==> config.mk <==
export PLATFORM = sky130hd
export DESIGN_NAME = arah_top
export DESIGN_NICKNAME = d
export VERILOG_FILES = /design/src/rtl/arah_pkg.sv /design/src/rtl/arah_top.sv
export SDC_FILE = /design/constraint.sdc
export NUM_CORES = 1
export LEC_CHECK = 0
export ABC_CLOCK_PERIOD_IN_PS = 3600
export BUFFER_PORTS_ARGS = -buffer_cell sky130_fd_sc_hd__buf_2
export CELL_PAD_IN_SITES_DETAIL_PLACEMENT = 1
export CELL_PAD_IN_SITES_GLOBAL_PLACEMENT = 1
export CORE_AREA = 2 2 74 76
export DETAILED_ROUTE_END_ITERATION = 7
export DIE_AREA = 0 0 76 78
export GPL_TIMING_DRIVEN = 0
export PLACE_DENSITY_LB_ADDON = 0.3
export SLEW_MARGIN = 15
export SYNTH_ARGS = -nofsm -noshare
export SYNTH_HDL_FRONTEND = slang
export SYNTH_SLANG_ARGS = --single-unit
==> constraint.sdc <==
create_clock -name sys_clk -period 3.6 [get_ports sys_clk]
set_input_delay 0.36 -clock sys_clk [delete_from_list [all_inputs] [get_ports sys_clk]]
set_output_delay 0.36 -clock sys_clk [all_outputs]
set_load 0.01 [all_outputs]
==> src/rtl/arah_pkg.sv <==
/*
 * arah_pkg: constants and carriers for the drive register access holding block.
 * assumes an 8-bit microcontroller external data space with 16-bit addresses.
 */
package arah_pkg;

	// register addresses in external data space
	localparam logic [15:0] ADDR_HOLD_LOW  = 16'hF0D2;
	localparam logic [15:0] ADDR_HOLD_HIGH = 16'hF0D3;
	localparam logic [15:0] ADDR_CONTROL   = 16'hF0D4;

	// reset values, and the data an unmapped read returns
	localparam logic [7:0] RST_HOLD_LOW  = 8'h00;
	localparam logic [7:0] RST_HOLD_HIGH = 8'h00;
	localparam logic [3:0] RST_SELECT    = 4'h0;
	localparam logic       RST_REQUEST   = 1'b0;
	localparam logic [7:0] RST_RDATA     = 8'h00;
	localparam logic [7:0] RD_UNMAPPED   = 8'h00;

	// access control field positions
	localparam int CTL_SECT_MSB  = 0;
	localparam int CTL_FLUSH     = 1;
	localparam int CTL_RD_REQ    = 2;
	localparam int CTL_WR_REQ    = 3;
	localparam int CTL_SEL_LSB   = 4;
	localparam int CTL_SEL_MSB   = 7;

	// target select: top bit picks command block, data register is 0h there
	localparam int          SEL_BLOCK_BIT = 3;
	localparam logic [3:0]  SEL_DATA_REG  = 4'h8;
	localparam int          SEL_ADDR_MSB  = 2;

	typedef struct packed {
		logic        rd;
		logic        wr;
		logic        cs0;
		logic        cs1;
		logic [2:0]  addr;
		logic [15:0] wdata;
	} arah_drv_req_t;

	typedef struct packed {
		logic        done;
		logic [15:0] rdata;
	} arah_drv_rsp_t;

	localparam arah_drv_req_t RST_DRV_REQ = '0;

endpackage

==> src/rtl/arah_top.sv <==
/*
 * arah_top: holding register pair and access control register for single
 * drive register reads and writes, seen by the microcontroller in its
 * external data space.
 * assumes a bus cycle engine on sys_clk that runs a cycle while rd or wr is
 * high and pulses done for one cycle at its end, with read data alongside.
 * assumes the microcontroller strobes run on sys_clk, one cycle per access.
 * assumes sector_count_msb comes from a register on sys_clk, so it is not
 * synchronised; the sector buffer logic that takes the flush pulse is outside.
 */
// Notes on behaviour
// - a drive register write sends the value already held in the 16-bit holding pair.
// - when a drive register read completes the returned value is loaded into the pair.
// - a read of any register other than the data register updates only the low byte.
// - a read of the data register captures all sixteen returned bits.
// - the low holding byte is read/write at its own address and resets to zero.
// - the high holding byte is read/write at a separate address and resets to zero.
// - setting the read bit runs a read, stores the result, then clears both request bits.
// - setting the write bit sends the pair to the selected register, then clears both bits.
// - setting read and write together performs the read only and drops the write.
// - select top bit 0 with low bits 6h uses chip select 1, top bit 1 uses chip select 0.
`timescale 1ns/1ps
module arah_top (
	input  wire logic                   sys_clk,
	input  wire logic                   nrst,
	input  wire logic [15:0]            xdata_addr,
	input  wire logic                   xdata_wr,
	input  wire logic                   xdata_rd,
	input  wire logic [7:0]             xdata_wdata,
	output logic      [7:0]             xdata_rdata,
	output arah_pkg::arah_drv_req_t     drv_req,
	input  wire arah_pkg::arah_drv_rsp_t drv_rsp,
	input  wire logic                   sector_count_msb,
	output logic                        sector_buffer_flush
);

	// decoded register bus strobes
	logic                    wr_low;
	logic                    wr_high;
	logic                    wr_ctl;
	logic                    rd_low;
	logic                    rd_high;
	logic                    rd_ctl;
	logic                    rd_done;
	logic                    any_done;

	// holding pair
	logic [7:0]              hold_low;
	logic [7:0]              hold_high;
	logic [7:0]              next_hold_low;
	logic [7:0]              next_hold_high;

	// access control register
	logic [3:0]              target_register_select;
	logic                    bus_read_request;
	logic                    bus_write_request;
	logic [3:0]              next_select;
	logic                    next_rd;
	logic                    next_wr;
	logic                    next_flush;
	logic [7:0]              ctl_readback;

	// outputs to the drive side and to the microcontroller
	arah_pkg::arah_drv_req_t next_req;
	logic [7:0]              next_rdata;

	// address decode of both strobes, and the end of a drive cycle
	always_comb begin
		wr_low   = xdata_wr && (xdata_addr == arah_pkg::ADDR_HOLD_LOW);
		wr_high  = xdata_wr && (xdata_addr == arah_pkg::ADDR_HOLD_HIGH);
		wr_ctl   = xdata_wr && (xdata_addr == arah_pkg::ADDR_CONTROL);
		rd_low   = xdata_rd && (xdata_addr == arah_pkg::ADDR_HOLD_LOW);
		rd_high  = xdata_rd && (xdata_addr == arah_pkg::ADDR_HOLD_HIGH);
		rd_ctl   = xdata_rd && (xdata_addr == arah_pkg::ADDR_CONTROL);
		any_done = drv_rsp.done;
		rd_done  = drv_rsp.done && bus_read_request;
	end

	// low holding byte: a drive read result wins over a microcontroller write
	always_comb begin
		next_hold_low = hold_low;
		if (wr_low) begin
			next_hold_low = xdata_wdata;
		end
		if (rd_done) begin
			next_hold_low = drv_rsp.rdata[7:0];
		end
	end

	always_ff @(posedge sys_clk) begin
		if (!nrst) begin
			hold_low <= arah_pkg::RST_HOLD_LOW;
		end else begin
			hold_low <= next_hold_low;
		end
	end

	// high holding byte: only a data register read loads it from the drive
	always_comb begin
		next_hold_high = hold_high;
		if (wr_high) begin
			next_hold_high = xdata_wdata;
		end
		if (rd_done && (target_register_select == arah_pkg::SEL_DATA_REG)) begin
			next_hold_high = drv_rsp.rdata[15:8];
		end
	end

	always_ff @(posedge sys_clk) begin
		if (!nrst) begin
			hold_high <= arah_pkg::RST_HOLD_HIGH;
		end else begin
			hold_high <= next_hold_high;
		end
	end

	// target register select
	always_comb begin
		next_select = target_register_select;
		if (wr_ctl) begin
			next_select = xdata_wdata[arah_pkg::CTL_SEL_MSB:arah_pkg::CTL_SEL_LSB];
		end
	end

	always_ff @(posedge sys_clk) begin
		if (!nrst) begin
			target_register_select <= arah_pkg::RST_SELECT;
		end else begin
			target_register_select <= next_select;
		end
	end

	// request bits clear when a cycle ends; a control write in that cycle wins
	always_comb begin
		next_rd = bus_read_request;
		next_wr = bus_write_request;
		if (any_done) begin
			next_rd = 1'b0;
			next_wr = 1'b0;
		end
		if (wr_ctl) begin
			next_rd = xdata_wdata[arah_pkg::CTL_RD_REQ];
			next_wr = xdata_wdata[arah_pkg::CTL_WR_REQ]
				&& !xdata_wdata[arah_pkg::CTL_RD_REQ];
		end
	end

	always_ff @(posedge sys_clk) begin
		if (!nrst) begin
			bus_read_request  <= arah_pkg::RST_REQUEST;
			bus_write_request <= arah_pkg::RST_REQUEST;
		end else begin
			bus_read_request  <= next_rd;
			bus_write_request <= next_wr;
		end
	end

	// flush is a one-cycle pulse after a control write with its bit set
	always_comb begin
		next_flush = 1'b0;
		if (wr_ctl) begin
			next_flush = xdata_wdata[arah_pkg::CTL_FLUSH];
		end
	end

	always_ff @(posedge sys_clk) begin
		if (!nrst) begin
			sector_buffer_flush <= arah_pkg::RST_REQUEST;
		end else begin
			sector_buffer_flush <= next_flush;
		end
	end

	// drive side request, registered so every field comes from a flop
	always_comb begin
		next_req       = '0;
		next_req.rd    = next_rd;
		next_req.wr    = next_wr;
		next_req.cs0   = next_select[arah_pkg::SEL_BLOCK_BIT];
		next_req.cs1   = !next_select[arah_pkg::SEL_BLOCK_BIT];
		next_req.addr  = next_select[arah_pkg::SEL_ADDR_MSB:0];
		next_req.wdata = {next_hold_high, next_hold_low};
	end

	always_ff @(posedge sys_clk) begin
		if (!nrst) begin
			drv_req <= arah_pkg::RST_DRV_REQ;
		end else begin
			drv_req <= next_req;
		end
	end

	// control register as the microcontroller sees it; flush always reads 0
	always_comb begin
		ctl_readback = '0;
		ctl_readback[arah_pkg::CTL_SEL_MSB:arah_pkg::CTL_SEL_LSB] =
			target_register_select;
		ctl_readback[arah_pkg::CTL_WR_REQ]   = bus_write_request;
		ctl_readback[arah_pkg::CTL_RD_REQ]   = bus_read_request;
		ctl_readback[arah_pkg::CTL_FLUSH]    = 1'b0;
		ctl_readback[arah_pkg::CTL_SECT_MSB] = sector_count_msb;
	end

	// read data holds until the next read strobe; unmapped reads return zero
	always_comb begin
		next_rdata = xdata_rdata;
		if (rd_low) begin
			next_rdata = hold_low;
		end else if (rd_high) begin
			next_rdata = hold_high;
		end else if (rd_ctl) begin
			next_rdata = ctl_readback;
		end else if (xdata_rd) begin
			next_rdata = arah_pkg::RD_UNMAPPED;
		end
	end

	always_ff @(posedge sys_clk) begin
		if (!nrst) begin
			xdata_rdata <= arah_pkg::RST_RDATA;
		end else begin
			xdata_rdata <= next_rdata;
		end
	end

endmodule

==> qor.yml <==
worst_setup_path:
  crit_arrival_ps: 2050
  crit_path_end_kind: "flip-flop"
  path_class: "reg2reg"
  path_max_fanout: 10
  start_kind: "flip-flop"
  worst-path-buf-inv: 2
  cp.required_ps: 3810
  critPathMaxStageDelay_ps: 490
  cp_top_family: "compound AO/OA/AOI/OAI gates"
  slowest_stage: "a21oi_1"
  crit_chain: "and2_1, clkbuf_1, a21oi_1, buf_2, nand4_1, o211ai_1"
placed_design:
  gp_congestion: 0.806
  hpwl_mm: 4.98
  dpl_cell_area_mm2: 0.00220
  port_buffers: 76
floorplanning:
  core_area_mm2: 0.00504
  start_util_pct: 34.3
  pin_count: 78
  die_x_um: 76
  rows: 26
  die_area_mm2: 0.00593
  die_h_um: 78
logic_synthesis:
  syn_area_per_cell_um2: 8.08
  synth-compound-area-share_pct: 24.0
  synth_seq_area_share_pct: 37.0
  yosys_warnings: 0
  synth_fa_ha_area_share_pct: 0
  syn_nets: 260
  synth_mux_area_share_pct: 0
  yosys.cell_types.count: 38
  synth_edf_count: 0
  async_flop_share_pct: 0
  yosys_register_bits: 32
  syn_area_mm2: 0.00173
  synth_xor_area_share_pct: 0
  synth_top_family_by_area: "simple AND/OR/NAND/NOR gates"
  ys.flop_type: "dfxtp_1"
  synth_cells: 214
  synthSimpleGateAreaFrac_pct: 33.3
global_route:
  grt_antenna_before_repair: 0
  grt_pass1_wl_mm: 10.4
  grt_pass1_vias: 2063
  use_met2_pct: 38.3
  use_met3_pct: 5.12
  top_usage_layer: "met2"
  grt_usage_pct: 22.2
  grt_max_degree: 11
  overflow: 0
  grt_use_met1_pct: 27.3
status:
  outcome: "completed"
clock_tree:
  cts_root_buf: "clkbuf_8"
  clkTransAtPathRegs_ps: 70
  cts_resized: 0
  post_cts_buffers: 0
  clk_path_buf_depth: 2
  cts_buffers: 5
  cts_sinks: 32
  worst_skew_pair.late_latency_ps: 280
  cts_hold_buf: 0
  tritoncts: "yes"
  cts.htree.levels: 2
hold_path:
  hp-class: "in2reg"
detailed_routing:
  avgRoutedWirePerCell_um: 17.4
  drtIter0Drc: 131
  vias: 1977
  via_per_inst: 5.37
  final_antenna_net_count: 0
  finalWirelength_mm: 6.40
  drcViolationCount: 0
  drtPass1Iterations: 4
sta:
  maxSlewViolCount: 0
  hold_viol_final: 0
  grt_setup_unrepaired: "false"
  clock.fmax_mhz: 541
  period_minus_slack_ps: 1850
  setup_violations: 0
  min_period_over_period_pct: 51.3
  relSlewSlack_pct: 63.9
  fin_setup_tns_ps: 0
  skew_ps: 3.66
  worst_pin_slew_ps: 542
flow_run:
  cap_violations: 0
layout:
  antennaDiodeCount: 0
  final_area_mm2: 0.00230
  final_core_util_pct: 45.7
  layout.nets: 343
  area_growth_pct: 33.3
  drive_gt1_share_pct: 33.2
power_and_ir_drop:
  ir_drop_v: 0.000154
  p_leak_nw: 0.968
  powerDensity_mw_per_mm2: 335
-- state kept, by name (all words and copies together), names as in the netlist --
signal                  cells
sector_buffer_flush         1
target_register_select      4
hold_low                    7
xdata_rdata                 8
drv_req                     4
hold_high                   8
-- Yosys cell counts (2+ instances only) --
cell type,count,area (um^2)
and4_2,3,30.0
a32oi_1,6,52.6
o21ai_1,2,10.0
buf_2,4,20.0
nor2_1,11,41.3
nor2b_1,3,18.8
o21ai_0,25,125
nor4_1,8,50.1
nand2_1,27,101
and2_1,5,31.3
clkbuf_1,10,37.5
and3_1,3,18.8
nand2b_1,4,25.0
nand3b_1,3,22.5
a211oi_1,8,60.1
nor3_1,3,15.0
nand3_1,6,30.0
a21o_1,4,30.0
buf_4,3,22.5
nor4b_4,2,47.6
o211ai_1,8,60.1
a21oi_1,10,50.1
nand4_1,10,62.6
dfxtp_1,32,641
-- tightest hold or removal path: cells and delay by family --
kind | cells | cell delay [ps]
AOI/OAI and AO/OA | 1 | 70
buffers and inverters | 1 | 80
and+or+nand+nor | 1 | 40
-- per-layer routing --
| layer | vias up | wire [um] |
|---|---|---|
| met5 | - | 0 |
| met3 | 10 | 388 |
| met2 | 70 | 3020 |
| met1 | 932 | 2880 |
| li1 | 965 | - |
| met4 | 0 | 114 |
-- area by class of cell --
class                           instances  area, um^2
Buffer                                 19        95.1
Clock buffer                            6        72.6
Clock inverter                          2        35.0
Fill cell                             650        2740
Inverter                                1        3.75
Multi-Input combinational cell        162         990
Sequential cell                        32         641
Tap cell                               70        87.6
Timing Repair Buffer                   76         380
-- final timing paths --
kind                   from             end  slack, ps  cells past startpoint
max             drv_req[22]    hold_high[2]       1750                      6
min             drv_rsp[11]    hold_high[3]        300                      3
max reg2reg     drv_req[22]    hold_high[2]       1750                      6
min reg2reg  xdata_rdata[2]  xdata_rdata[2]        450                      2
-- report_power, final --
group | total (mW) | internal, mW | switching [mW]
clock network | 0.342 | 0.205 | 0.136
registers | 0.355 | 0.354 | 0.000138
logic | 0.0764 | 0.0303 | 0.0461
total | 0.773 | 0.590 | 0.183
-- per-stage QoR --
stage / setup WS, ps / hold slack [ps] / std cells / power (mW)
3_3_place_gp: 1680 / 437 / 360 / 0.437
5_1_grt: 1580 / 303 / 368 / 0.799
2_1_floorplan: 1980 / 473 / 214 / 0.393
6_report: 1750 / 299 / 368 / 0.773
4_1_cts: 1770 / 300 / 368 / 0.778
3_5_place_dp: 1660 / 448 / 360 / 0.438
-- logic make-up (layout without fill, tap and decap cells) --
family,after synthesis,after routing
compound gates,66,66
buf+inv,20,104
flops,32,32
simple gates,96,96
-- cells in the final DEF (no fill, tap or decap), types with 6 or more instances in the layout --
cell      netlist  final
buf_2           4     80
nand3_1         6      6
a32oi_1         6      6
clkbuf_1       10     11
a211oi_1        8      8
o211ai_1        8      8
nand4_1        10     10
nor2_1         11     11
o21ai_0        25     25
nand2_1        27     27
a21oi_1        10     10
nor4_1          8      8
dfxtp_1        32     32
No activity file was read; power rests on OpenSTA's default activity.
